$ cat src/sap_regs.svh
// Purpose: register map, field positions and reset values of the partition block
// Assumes: Avalon-MM byte addresses, one 32-bit word per register
// Notes: functional notes below
// Functional notes
// - every transaction carries security on prot bit one, low secure, high non-secure
// - firewall before each slave allows or rejects by transaction security
// - each slave is secure-only until software programs it otherwise
// - violation answer is selectable: bus error or bus failure
// - cache lookup key is the 32-bit address plus a security top bit
// - caches hold secure and non-secure lines at the same time
// - each core has secure and non-secure virtual processors, each own resources
// - secure entry on monitor call, or configured irq, fast irq, aborts
// - on switch the world is saved and restored at next switch or return
// - non-secure, secure and monitor vector bases, each relocatable at runtime
// - non-secure accesses cannot read or change secure interrupt configuration
// - pending secure interrupts always win over non-secure ones
// - two inputs per core gate secure privileged and secure user debug
// - global visibility input low removes all debug visibility of the core
// - each core has its own independent set of debug inputs
`ifndef SAP_REGS_SVH
`define SAP_REGS_SVH
`define SAP_OFS_CTRL     6'h00
`define SAP_OFS_SLVSEC   6'h04
`define SAP_OFS_IRQSEC   6'h08
`define SAP_OFS_STATUS   6'h0c
`define SAP_OFS_MASK     6'h10
`define SAP_OFS_WORLD    6'h14
`define SAP_OFS_VEC_NS   6'h18
`define SAP_OFS_VEC_S    6'h1c
`define SAP_OFS_VEC_MON  6'h20
`define SAP_OFS_TRAPCFG  6'h24
`define SAP_CTRL_FAIL    0
`define SAP_ST_VIOL      0
`define SAP_ST_ENTRY     1
`define SAP_ST_BLOCK     2
`define SAP_TRAP_IRQ     0
`define SAP_TRAP_FIQ     1
`define SAP_TRAP_DABT    2
`define SAP_TRAP_PABT    3
`define SAP_PROT_NS      1
`define SAP_RST_SLVSEC   8'hff
`define SAP_RST_VEC      32'h0000_0000
`endif

$ cat src/sap_pkg.sv
// Purpose: shared types of the partition block
// Assumes: nothing beyond the register header
// Notes: world codes are one-hot
package sap_pkg;
  typedef enum logic [2:0] {
    SAP_W_NS  = 3'b001,
    SAP_W_MON = 3'b010,
    SAP_W_SEC = 3'b100
  } sap_world_t;
endpackage : sap_pkg

$ cat src/sap_fw.sv
// Purpose: slave firewall, one registered decision per transaction
// Assumes: slave selected by address bits 31:29, eight slaves
// Notes: a rejected access produces no forward strobe at all
`timescale 1ns/1ps
`default_nettype none
`include "sap_regs.svh"
module sap_fw (
  input  wire logic        i_clk,
  input  wire logic        i_sys_rst,
  input  wire logic        i_valid,
  input  wire logic [31:0] i_addr,
  input  wire logic [2:0]  i_prot,
  input  wire logic [7:0]  i_slv_sec,
  input  wire logic        i_fail_mode,
  output logic             o_fwd_valid,
  output logic [31:0]      o_fwd_addr,
  output logic [2:0]       o_fwd_prot,
  output logic             o_err,
  output logic             o_fail,
  output logic             o_viol
);
  logic deny;
  // non-secure request to a slave still marked secure is refused
  assign deny = i_prot[`SAP_PROT_NS] & i_slv_sec[i_addr[31:29]];

  // decision registered so the slave side sees clean one-cycle strobes
  always_ff @(posedge i_clk or posedge i_sys_rst) begin
    if (i_sys_rst) begin
      o_fwd_valid <= 1'b0;
      o_fwd_addr  <= 32'h0000_0000;
      o_fwd_prot  <= 3'h0;
      o_err       <= 1'b0;
      o_fail      <= 1'b0;
      o_viol      <= 1'b0;
    end else begin
      o_fwd_valid <= i_valid & ~deny;
      o_err       <= i_valid & deny & ~i_fail_mode;
      o_fail      <= i_valid & deny & i_fail_mode;
      o_viol      <= i_valid & deny;
      if (i_valid & ~deny) begin
        o_fwd_addr <= i_addr;
        o_fwd_prot <= i_prot;
      end
    end
  end
endmodule : sap_fw
`default_nettype wire

$ cat src/sap_top.sv
// Purpose: security partition: firewall, world control, tags, irq rank, debug gate
// Assumes: two cores, eight slaves, eight interrupt lines, 16-line tag store
// Notes: register writes to security settings need a secure bus access
`timescale 1ns/1ps
`default_nettype none
`include "sap_regs.svh"
module sap_top (
  input  wire logic        i_clk,
  input  wire logic        i_sys_rst,
  // avalon-mm slave, i_avs_prot_ns tags the access security
  input  wire logic [5:0]  i_avs_address,
  input  wire logic        i_avs_read,
  input  wire logic        i_avs_write,
  input  wire logic [31:0] i_avs_writedata,
  input  wire logic        i_avs_prot_ns,
  output logic [31:0]      o_avs_readdata,
  output logic             o_avs_waitrequest,
  output logic             o_irq,
  // master transaction toward the slaves
  input  wire logic        i_mst_valid,
  input  wire logic [31:0] i_mst_addr,
  input  wire logic [2:0]  i_mst_prot,
  output logic             o_slv_valid,
  output logic [31:0]      o_slv_addr,
  output logic [2:0]       o_slv_prot,
  output logic             o_slv_err,
  output logic             o_slv_fail,
  // per-core world events
  input  wire logic [1:0]  i_secure_monitor_call,
  input  wire logic [1:0]  i_irq_exc,
  input  wire logic [1:0]  i_fast_interrupt_request,
  input  wire logic [1:0]  i_dabt_exc,
  input  wire logic [1:0]  i_pabt_exc,
  input  wire logic [1:0]  i_world_switch,
  input  wire logic [1:0]  i_exc_return,
  input  wire logic [1:0]  i_core_priv,
  output logic [1:0]       o_core_prot_ns,
  output logic [1:0][31:0] o_vec_base,
  // cache tag lookup
  input  wire logic        i_lk_valid,
  input  wire logic [31:0] i_lk_addr,
  input  wire logic        i_lk_ns,
  output logic             o_lk_hit,
  output logic             o_lk_done,
  // interrupt distributor ranking
  input  wire logic [7:0]  i_int_pend,
  output logic             o_int_valid,
  output logic [2:0]       o_int_id,
  output logic             o_int_secure,
  // debug pins, asynchronous
  input  wire logic [1:0]  i_sec_priv_dbg_en,
  input  wire logic [1:0]  i_sec_user_dbg_en,
  input  wire logic [1:0]  i_global_debug_visibility_enable,
  output logic [1:0]       o_dbg_allow
);
  import sap_pkg::*;

  logic             fail_mode;
  logic [7:0]       slv_sec;
  logic [7:0]       int_sec;
  logic [2:0]       status;
  logic [2:0]       mask;
  logic [3:0]       trap_cfg;
  logic [31:0]      vec_ns;
  logic [31:0]      vec_s;
  logic [31:0]      vec_mon;
  sap_world_t       world [2];
  sap_world_t       saved [2];
  logic [1:0]       entry;
  logic             viol;
  logic             wr_go;
  logic             rd_go;
  logic             sec_acc;
  logic             blocked;
  logic [5:0]       dbg_s1;
  logic [5:0]       dbg_s2;
  logic [26:0]      tag_mem [16];
  logic [15:0]      tag_vld;
  logic [3:0]       lk_idx;
  logic [26:0]      lk_tag;
  logic [3:0]       pick_sec;
  logic [3:0]       pick_ns;

  // lowest index pending line wins within one security group
  function automatic logic [3:0] sap_pick(input logic [7:0] v);
    logic [3:0] r;
    r = 4'h0;
    for (int k = 7; k >= 0; k--) begin
      if (v[k]) r = {1'b1, 3'(k)};
    end
    return r;
  endfunction : sap_pick

  // request accepted on the edge where waitrequest is already low
  assign wr_go   = i_avs_write & ~o_avs_waitrequest;
  assign rd_go   = i_avs_read & ~o_avs_waitrequest;
  assign sec_acc = ~i_avs_prot_ns;
  // non-secure write aimed at security settings is dropped
  assign blocked = wr_go & i_avs_prot_ns &
                   (i_avs_address == `SAP_OFS_IRQSEC || i_avs_address == `SAP_OFS_SLVSEC ||
                    i_avs_address == `SAP_OFS_CTRL || i_avs_address == `SAP_OFS_VEC_S ||
                    i_avs_address == `SAP_OFS_VEC_MON || i_avs_address == `SAP_OFS_TRAPCFG);

  // one wait cycle per access, then a single ready cycle
  always_ff @(posedge i_clk or posedge i_sys_rst) begin
    if (i_sys_rst) begin
      o_avs_waitrequest <= 1'b1;
    end else if (!o_avs_waitrequest) begin
      o_avs_waitrequest <= 1'b1;
    end else begin
      o_avs_waitrequest <= ~(i_avs_read | i_avs_write);
    end
  end

  // configuration registers, secure bus masters only apart from mask and vec_ns
  always_ff @(posedge i_clk or posedge i_sys_rst) begin
    if (i_sys_rst) begin
      fail_mode <= 1'b0;
      slv_sec   <= `SAP_RST_SLVSEC;
      int_sec   <= 8'h00;
      mask      <= 3'h0;
      trap_cfg  <= 4'h0;
      vec_ns    <= `SAP_RST_VEC;
      vec_s     <= `SAP_RST_VEC;
      vec_mon   <= `SAP_RST_VEC;
    end else if (wr_go) begin
      unique case (i_avs_address)
        `SAP_OFS_CTRL:    if (sec_acc) fail_mode <= i_avs_writedata[`SAP_CTRL_FAIL];
        `SAP_OFS_SLVSEC:  if (sec_acc) slv_sec <= i_avs_writedata[7:0];
        `SAP_OFS_IRQSEC:  if (sec_acc) int_sec <= i_avs_writedata[7:0];
        `SAP_OFS_MASK:    mask <= i_avs_writedata[2:0];
        `SAP_OFS_TRAPCFG: if (sec_acc) trap_cfg <= i_avs_writedata[3:0];
        `SAP_OFS_VEC_NS:  vec_ns <= i_avs_writedata;
        `SAP_OFS_VEC_S:   if (sec_acc) vec_s <= i_avs_writedata;
        `SAP_OFS_VEC_MON: if (sec_acc) vec_mon <= i_avs_writedata;
        default: ;
      endcase
    end
  end

  // sticky events; a status read clears only the bits it reported, so an event
  // landing between the data capture and the clear is not lost; set wins
  always_ff @(posedge i_clk or posedge i_sys_rst) begin
    if (i_sys_rst) begin
      status <= 3'h0;
    end else begin
      status <= ((rd_go && i_avs_address == `SAP_OFS_STATUS) ?
                 (status & ~o_avs_readdata[2:0]) : status) |
                {blocked, |entry, viol};
    end
  end

  // level interrupt, registered so it comes straight from a flop
  always_ff @(posedge i_clk or posedge i_sys_rst) begin
    if (i_sys_rst) begin
      o_irq <= 1'b0;
    end else begin
      o_irq <= |(status & mask);
    end
  end

  // read data loaded in the wait cycle, stands through the ready cycle
  always_ff @(posedge i_clk or posedge i_sys_rst) begin
    if (i_sys_rst) begin
      o_avs_readdata <= 32'h0000_0000;
    end else if (o_avs_waitrequest && i_avs_read) begin
      unique case (i_avs_address)
        `SAP_OFS_CTRL:    o_avs_readdata <= {31'h0, fail_mode};
        `SAP_OFS_SLVSEC:  o_avs_readdata <= {24'h0, slv_sec};
        // non-secure readers see no interrupt security setting
        `SAP_OFS_IRQSEC:  o_avs_readdata <= sec_acc ? {24'h0, int_sec} : 32'h0;
        `SAP_OFS_STATUS:  o_avs_readdata <= {29'h0, status};
        `SAP_OFS_MASK:    o_avs_readdata <= {29'h0, mask};
        `SAP_OFS_WORLD:   o_avs_readdata <= {26'h0, world[1], world[0]};
        `SAP_OFS_VEC_NS:  o_avs_readdata <= vec_ns;
        `SAP_OFS_VEC_S:   o_avs_readdata <= sec_acc ? vec_s : 32'h0;
        `SAP_OFS_VEC_MON: o_avs_readdata <= sec_acc ? vec_mon : 32'h0;
        `SAP_OFS_TRAPCFG: o_avs_readdata <= {28'h0, trap_cfg};
        default:          o_avs_readdata <= 32'h0000_0000;
      endcase
    end
  end

  // firewall in front of the slaves
  sap_fw u_fw (
    .i_clk       (i_clk),
    .i_sys_rst   (i_sys_rst),
    .i_valid     (i_mst_valid),
    .i_addr      (i_mst_addr),
    .i_prot      (i_mst_prot),
    .i_slv_sec   (slv_sec),
    .i_fail_mode (fail_mode),
    .o_fwd_valid (o_slv_valid),
    .o_fwd_addr  (o_slv_addr),
    .o_fwd_prot  (o_slv_prot),
    .o_err       (o_slv_err),
    .o_fail      (o_slv_fail),
    .o_viol      (viol)
  );

  // monitor entry: call always, hardware exceptions only when enabled
  always_comb begin
    for (int c = 0; c < 2; c++) begin
      entry[c] = (world[c] == SAP_W_NS) &&
                 (i_secure_monitor_call[c] ||
                  (i_irq_exc[c] && trap_cfg[`SAP_TRAP_IRQ]) ||
                  (i_fast_interrupt_request[c] && trap_cfg[`SAP_TRAP_FIQ]) ||
                  (i_dabt_exc[c] && trap_cfg[`SAP_TRAP_DABT]) ||
                  (i_pabt_exc[c] && trap_cfg[`SAP_TRAP_PABT]));
    end
  end

  // per-core world machine; the monitor remembers the world it came from
  always_ff @(posedge i_clk or posedge i_sys_rst) begin
    if (i_sys_rst) begin
      world[0] <= SAP_W_SEC;
      world[1] <= SAP_W_SEC;
      saved[0] <= SAP_W_SEC;
      saved[1] <= SAP_W_SEC;
    end else begin
      for (int c = 0; c < 2; c++) begin
        unique case (world[c])
          SAP_W_NS: begin
            if (entry[c]) begin
              saved[c] <= SAP_W_NS;
              world[c] <= SAP_W_MON;
            end
          end
          SAP_W_SEC: begin
            if (i_secure_monitor_call[c]) begin
              saved[c] <= SAP_W_SEC;
              world[c] <= SAP_W_MON;
            end
          end
          SAP_W_MON: begin
            if (i_exc_return[c]) begin
              world[c] <= saved[c];
            end else if (i_world_switch[c]) begin
              world[c] <= (saved[c] == SAP_W_NS) ? SAP_W_SEC : SAP_W_NS;
            end
          end
          default: world[c] <= SAP_W_SEC;
        endcase
      end
    end
  end

  // core bus security and active vector base follow the world
  always_ff @(posedge i_clk or posedge i_sys_rst) begin
    if (i_sys_rst) begin
      o_core_prot_ns <= 2'b00;
      o_vec_base     <= '0;
    end else begin
      for (int c = 0; c < 2; c++) begin
        o_core_prot_ns[c] <= (world[c] == SAP_W_NS);
        o_vec_base[c] <= (world[c] == SAP_W_NS)  ? vec_ns :
                         (world[c] == SAP_W_MON) ? vec_mon : vec_s;
      end
    end
  end

  // security bit picks the half of the store and sits in the tag
  assign lk_idx = {i_lk_ns, i_lk_addr[7:5]};
  assign lk_tag = {i_lk_ns, i_lk_addr[31:6]};

  // tag store: hit compares the 27 stored tag bits, a miss allocates
  always_ff @(posedge i_clk) begin
    if (i_lk_valid) begin
      tag_mem[lk_idx] <= lk_tag;
    end
  end

  // valid bits and lookup answer, one cycle after the request
  always_ff @(posedge i_clk or posedge i_sys_rst) begin
    if (i_sys_rst) begin
      tag_vld   <= 16'h0000;
      o_lk_hit  <= 1'b0;
      o_lk_done <= 1'b0;
    end else begin
      o_lk_done <= i_lk_valid;
      o_lk_hit  <= i_lk_valid && tag_vld[lk_idx] && (tag_mem[lk_idx] == lk_tag);
      if (i_lk_valid) begin
        tag_vld[lk_idx] <= 1'b1;
      end
    end
  end

  // winner of each security group, bit 3 flags that the group has one
  assign pick_sec = sap_pick(i_int_pend & int_sec);
  assign pick_ns  = sap_pick(i_int_pend & ~int_sec);

  // ranking: any pending secure line beats every non-secure line
  always_ff @(posedge i_clk or posedge i_sys_rst) begin
    if (i_sys_rst) begin
      o_int_valid  <= 1'b0;
      o_int_id     <= 3'h0;
      o_int_secure <= 1'b0;
    end else begin
      o_int_valid  <= |i_int_pend;
      o_int_secure <= |(i_int_pend & int_sec);
      if (pick_sec[3]) begin
        o_int_id <= pick_sec[2:0];
      end else begin
        o_int_id <= pick_ns[2:0];
      end
    end
  end

  // debug pins cross in through two flops each
  always_ff @(posedge i_clk or posedge i_sys_rst) begin
    if (i_sys_rst) begin
      dbg_s1 <= 6'h00;
      dbg_s2 <= 6'h00;
    end else begin
      dbg_s1 <= {i_global_debug_visibility_enable, i_sec_user_dbg_en, i_sec_priv_dbg_en};
      dbg_s2 <= dbg_s1;
    end
  end

  // each core uses only its own pins; non-secure debug needs only the global pin
  always_ff @(posedge i_clk or posedge i_sys_rst) begin
    if (i_sys_rst) begin
      o_dbg_allow <= 2'b00;
    end else begin
      for (int c = 0; c < 2; c++) begin
        o_dbg_allow[c] <= dbg_s2[4+c] &&
                          ((world[c] == SAP_W_NS) ||
                           (i_core_priv[c] ? dbg_s2[c] : dbg_s2[2+c]));
      end
    end
  end
endmodule : sap_top
`default_nettype wire

$ cat config.mk
export PLATFORM = sky130hd
export DESIGN_NAME = sap_top
export DESIGN_NICKNAME = d
export VERILOG_FILES = /design/src/sap_pkg.sv /design/src/sap_fw.sv /design/src/sap_top.sv
export VERILOG_INCLUDE_DIRS = /design/src
export SDC_FILE = /design/constraint.sdc
export NUM_CORES = 1
export LEC_CHECK = 0
export BUFFER_PORTS_ARGS = -buffer_cell sky130_fd_sc_hd__buf_4
export CORE_MARGIN = 4
export CORE_UTILIZATION = 45
export DETAILED_ROUTE_END_ITERATION = 8
export PLACE_DENSITY = 0.65
export SLEW_MARGIN = 10
export SYNTH_ARGS = -nofsm -noshare
export SYNTH_HDL_FRONTEND = slang
export SYNTH_SLANG_ARGS = --single-unit
$ cat constraint.sdc
create_clock -name i_clk -period 9.2 [get_ports i_clk]
set_input_delay 0 -clock i_clk [delete_from_list [all_inputs] [get_ports i_clk]]
set_output_delay 0 -clock i_clk [all_outputs]
set_load 0.05 [all_outputs]
## Word-level counts from Yosys, hierarchy flattened

Memories as Yosys holds them, arrays and structs flattened.
Cells that the tools add are included.

| operators by class | value |
|---|---|
| bitwise logic cells | 23 |
| order comparisons | 3 |
| muxes and demuxes | 55 |
| equality and inequality tests | 24 |
| reduce and logical (&&, ||, !) cells | 51 |

Operators with widths:

| cell | count |
|---|---|
| $pmux W32 S10 | 1 |
| $mux W32 | 6 |
| $mux W3 | 24 |
| $mux W4 | 8 |
| $reduce_and A3 Y1 | 10 |
| $eq A27 B27 Y1 | 1 |
| $eq A6 B5 Y1 const B | 4 |
| $pmux W3 S3 | 2 |
| $logic_and A1 B1 Y1 | 17 |
| $and A8 B8 Y8 | 2 |
| $or A16 B16 Y16 | 1 |
| $reduce_or A8 Y1 | 2 |
| $logic_or A1 B1 Y1 | 15 |
| $eq A3 B1 Y1 const B | 4 |
| $eq A6 B4 Y1 const B | 2 |
| $eq A6 B6 Y1 const B | 2 |
| $pmux W3 S2 | 2 |
| $and A1 B1 Y1 | 9 |
| $mux W1 | 8 |
| $mux W8 | 1 |
| $ne A2 B2 Y1 const B | 4 |
| $not A8 Y8 | 1 |
| $and A3 B3 Y3 | 2 |
| $eq A3 B2 Y1 const B | 2 |
| other kinds (18) | 26 |

| storage, ports and cells | value |
|---|---|
| output and inout bits | 147 |
| memory bits (writable) | 432 |
| memories | 1 |
| bits in registers | 311 |

Memories:

| name | depth | width | read ports | clocked after Yosys merged registers in | write ports | RTL line | RTL |
|---|---|---|---|---|---|---|---|
| tag_mem | 16 | 27 | 1 | 0 | 1 | sap_top.sv:77 | `logic [26:0] tag_mem [16];` |

## Longest topological paths before layout

| depth | value |
|---|---|
| depth after elaboration | 11 |
| gate-level depth with buffers | 11 |
| mapped depth without buffers | 7 |

## By module

From an unflattened synthesis, not the netlist that was laid out.

| unflattened totals | value |
|---|---|
| cells, all modules | 1,847 |
| area, all modules | 30,156.4 µm² |

Modules (own cells, without submodules):

| module | instances | sequential area each (µm²) | cells an instance | area an instance (µm²) |
|---|---|---|---|---|
| sap_top | 1 | 19,745.2 | 1,756 | 28,486.1 |
| sap_fw | 1 | 975.9 | 91 | 1,670.4 |

## Worst setup path before layout

Ideal clock, no wire load.

| timing path | value |
|---|---|
| kind | input port to flip-flop |
| start point | in i_lk_addr[6] |
| end point | mem tag_mem[14][0] (enable) |
| arrival time | 2.391 ns |
| data required time | 8.788 ns |
| path slack | 6.397 ns |
| library setup time | 0.412 ns |
| stages on the path | 6 |
| cells stage by stage | buf_2 > clkbuf_1 > buf_2 > buf_1 > nand3_1 > nor2_1 |

RTL lines:

| item | RTL line | RTL |
|---|---|---|
| start: declaration | sap_top.sv:41 | `input wire logic [31:0] i_lk_addr,` |
| end: declaration | sap_top.sv:77 |  |

Straight into the memory's write port.

## Worst setup path after layout

| timing path | value |
|---|---|
| start point | reg slv_sec[1] |
| end point | reg u_fw.o_fwd_prot[1] |

| on the way | value |
|---|---|
| cells in the longest elaborated chain, start to end | 5 |

Ends and longest elaborated chain:

| item | RTL line | RTL |
|---|---|---|
| start: declaration | sap_top.sv:59 | `logic [7:0] slv_sec;` |
| start signal: assignment | sap_top.sv:119 | `` slv_sec <= `SAP_RST_SLVSEC; `` |
| start signal: assignment | sap_top.sv:129 | `` `SAP_OFS_SLVSEC: if (sec_acc) slv_sec <= i_avs_writedata[7:0]; `` |
| $bmux W1 S3 | sap_fw.sv:24 | `` assign deny = i_prot[`SAP_PROT_NS] & i_slv_sec[i_addr[31:29]]; `` |
| $mux W1 (not written as such) | sap_fw.sv:24 |  |
| $and A1 B1 Y1 | sap_fw.sv:24 |  |
| $not A1 Y1 | sap_fw.sv:40 | `if (i_valid & ~deny) begin` |
| $and A1 B1 Y1 | sap_fw.sv:40 |  |
| end signal: assignment | sap_fw.sv:42 | `o_fwd_prot <= i_prot;` |
| end: declaration | sap_fw.sv:17 | `output logic [2:0] o_fwd_prot,` |

No other way between the ends. The select of a mux whose other input is x is not followed.
A chain may end at the register's enable or synchronous reset.

==> metrics.cfg <==
[floorplanning]
fp.dieArea_um2=70500
rows=94
die_h_um=266
core-area_um2=65700
die_w_um=266
io_pins=290
initial_core_util_pct=45.4

[yosys]
synth_area_um2=29800
synth_warnings=0
synth_edf_count=432
synth_seq_area_share_pct=69.4
synth_ff_type=edfxtp_1
synth_nets=2053
yosysTopAreaCell=edfxtp_1
synth_top_cells_by_count=432 x edfxtp_1, 296 x dfrtp_1, 240 x nand2_1
synth-seq-cells=741
synth_area_per_cell_um2=15.6
async_flop_share_pct=41.7
post-synth-top-count-cell=edfxtp_1
synth_top_area_share_pct=43.5
netlist_instances=1910
synth_area_leaders=edfxtp_1 43%, dfrtp_1 25%, mux4_2 8.1%, mux2_2 4.8%, mux2i_1 3.2%
synth.distinct_cells=63

[sta]
fin_crit_ns=4.01
worst_slew_pin_slew_ns=1.21
setup_violations=0
maxSlewViolCount=0
whs_ns=-0.0511
report.final.hold_viol_count=4
rsz0062_at_grt=no
slew_headroom_pct=19.1
totalNegativeSetupSlack_ns=0
clock_skew_ns=0.0202
post-route-period-util_pct=43.5
fmax_ghz=0.250

[critical_path]
reg2reg_to=u_fw.o_fwd_prot[1]
timing.rr.start=slv_sec[1]
crit_type=register to register
crit_buf_inv=2
rr_worst_depth=7
cp_max_fo=35
crit_path_end_kind=register
crit_path_start_kind=register
critPathMaxStageDelay_ns=1.13
required_ns=9.71
path_cells=mux4_2 > mux2_2 > nand2_1 > nand2_1 > clkinv_1 > a2bb2oi_1 > dlygate4sd3_1
crit_slowest_cell=clkinv_1
rrSetupSlack_ns=5.19
cp_common_cell=nand2_1
cp.arrival_ns=4.51
path_delay_family=buffers and inverters

[place]
hpwl_um=45200
gp_congestion=0.813
numPortBuffers=284

[clocking]
worstSkewPairLatency_ns=0.64
holdBufCountCts=146
cts_buffers=78
clock-sinks=741
clockBufferDepth=3
cts_root_buf=clkbuf_16
htreeDepth=3
cts_tree=done
clk_pin_slew_ns=0.06
post_cts_buffers=0
ctsResizeCount=0

[worst_hold_path]
hold_class=input port to asynchronous set/reset pin

[finish]
area_growth_pct=24.4
drive_above_1_share_pct=30.1
multiInputGateArea_um2=8750
final.fill_count=5052
seqCellArea_um2=20700
num-nets-final=2494

[power]
power.leakage_nw=14.5
powerDensity_nw_per_um2=209
power_mw=7.77
irDropWorstVdd_mv=0.173

[detailed_routing]
num_vias=18400
vias_per_cell=5.61
antenna_left=0
wl_per_cell_um=23.6
drt_iter0_markers=1541
drc=0
first_pass_iters=5
wirelength_um=77600

[global_route]
grt_pass1_vias=19300
overflow=0
grt_antenna_before_repair=4
grt_pass1_wl_um=117000
grt_util_all_layers_pct=21.7
grt_max_degree=203

[flow_run]
maxCapViolations=0

[status]
status=complete, but fails checks
violations=hold timing

## sequential cells by signal, indices dropped and copies added (netlist names), 2 cells and up
register         flops
vec_s               32
o_int_id             3
slv_sec              8
world                6
tag_vld             16
status               3
dbg_s1               6
u_fw.o_fwd_prot      3
o_dbg_allow          2
mask                 3
saved                4
vec_mon             32
tag_mem            432
vec_ns              32
dbg_s2               6
o_vec_base          64
int_sec              8
o_avs_readdata      32
trap_cfg             4
u_fw.o_fwd_addr     32
o_core_prot_ns       2
## metrics by stage
step	hold WS (ns)	instance area (um2)	util, %	std cells	worst slack (ns)
4_1_cts	0.000857	37100	56.4	3279	5.24
2_1_floorplan	0.0314	29800	-	1910	0.677
3_5_place_dp	0.111	33000	50.2	2989	5.59
6_report	-0.0511	37100	56.5	3283	5.19
3_3_place_gp	0.112	33000	50.2	2989	5.60
5_1_grt	0.0244	37100	56.4	3281	4.85
## cell families after synthesis
group / count (synthesis) / synth area share, %
XOR/XNOR: 30 / 0.880
AND/OR/NAND/NOR: 405 / 5.93
buffers and inverters: 124 / 1.77
AO/OA/AOI/OAI: 283 / 6.00
flip-flops: 741 / 69.4
multiplexers: 327 / 16.0
## placed cells by master (no fill, tap or decap), types with 16 or more instances in the layout
| cell | n |
|---|---|
| clkinv_2 | 16 |
| clkbuf_1 | 17 |
| a221oi_1 | 16 |
| xor2_1 | 16 |
| dfrtp_1 | 296 |
| edfxtp_1 | 432 |
| dlygate4sd3_1 | 146 |
| mux2i_1 | 94 |
| a22oi_1 | 40 |
| inv_1 | 22 |
| o21ai_0 | 114 |
| clkbuf_16 | 81 |
| mux2_2 | 126 |
| nand2_1 | 239 |
| a21oi_1 | 48 |
| mux4_2 | 107 |
| buf_4 | 311 |
| or2_2 | 18 |
| nor2_4 | 17 |
| nor2_1 | 49 |
## cell type report
class / count / area share [%]
Antenna cell: 4 / 0.0270
Clock buffer: 111 / 6.12
Clock inverter: 33 / 0.954
Inverter: 26 / 0.283
Multi-Input combinational cell: 1045 / 23.6
Sequential cell: 741 / 55.8
Tap cell: 864 / 2.91
Timing Repair Buffer: 459 / 10.3
## how the worst max path moves through the flow
stage / end / cells past startpoint / startpoint
2_1_floorplan: dbg_s1[0] / 1 / i_sys_rst
3_3_place_gp: o_lk_hit / 9 / i_lk_addr[5]
3_5_place_dp: o_lk_hit / 9 / i_lk_addr[5]
4_1_cts: u_fw.o_fwd_prot[1] / 7 / slv_sec[1]
5_1_grt: u_fw.o_fwd_prot[1] / 7 / slv_sec[1]
6_report: u_fw.o_fwd_prot[1] / 7 / slv_sec[1]
## where the power goes
part           switching, mW  internal, mW  leakage, nW
Combinational          0.506         0.337         5.24
Clock                   1.32          1.83         1.30
Sequential            0.0930          3.67         7.96
## per-layer routing
metal  routed length (um)  vias to the layer above  share of wire, %  GRT usage (%)
met5                   13                        -             0.017              0
met4                 2900                        2               3.7           8.54
met3                 4520                      165               5.8           3.83
met2                37500                      613                48           35.2
met1                32700                     9528                42           29.6
li1                     -                     8114                 -              -
## worst min-delay path: stages
cell and delay (ns):
dlygate4sd3_1 0.54, buf_4 0.15, inv_8 0.36
Note: power is estimated with default switching activity, not from simulation.
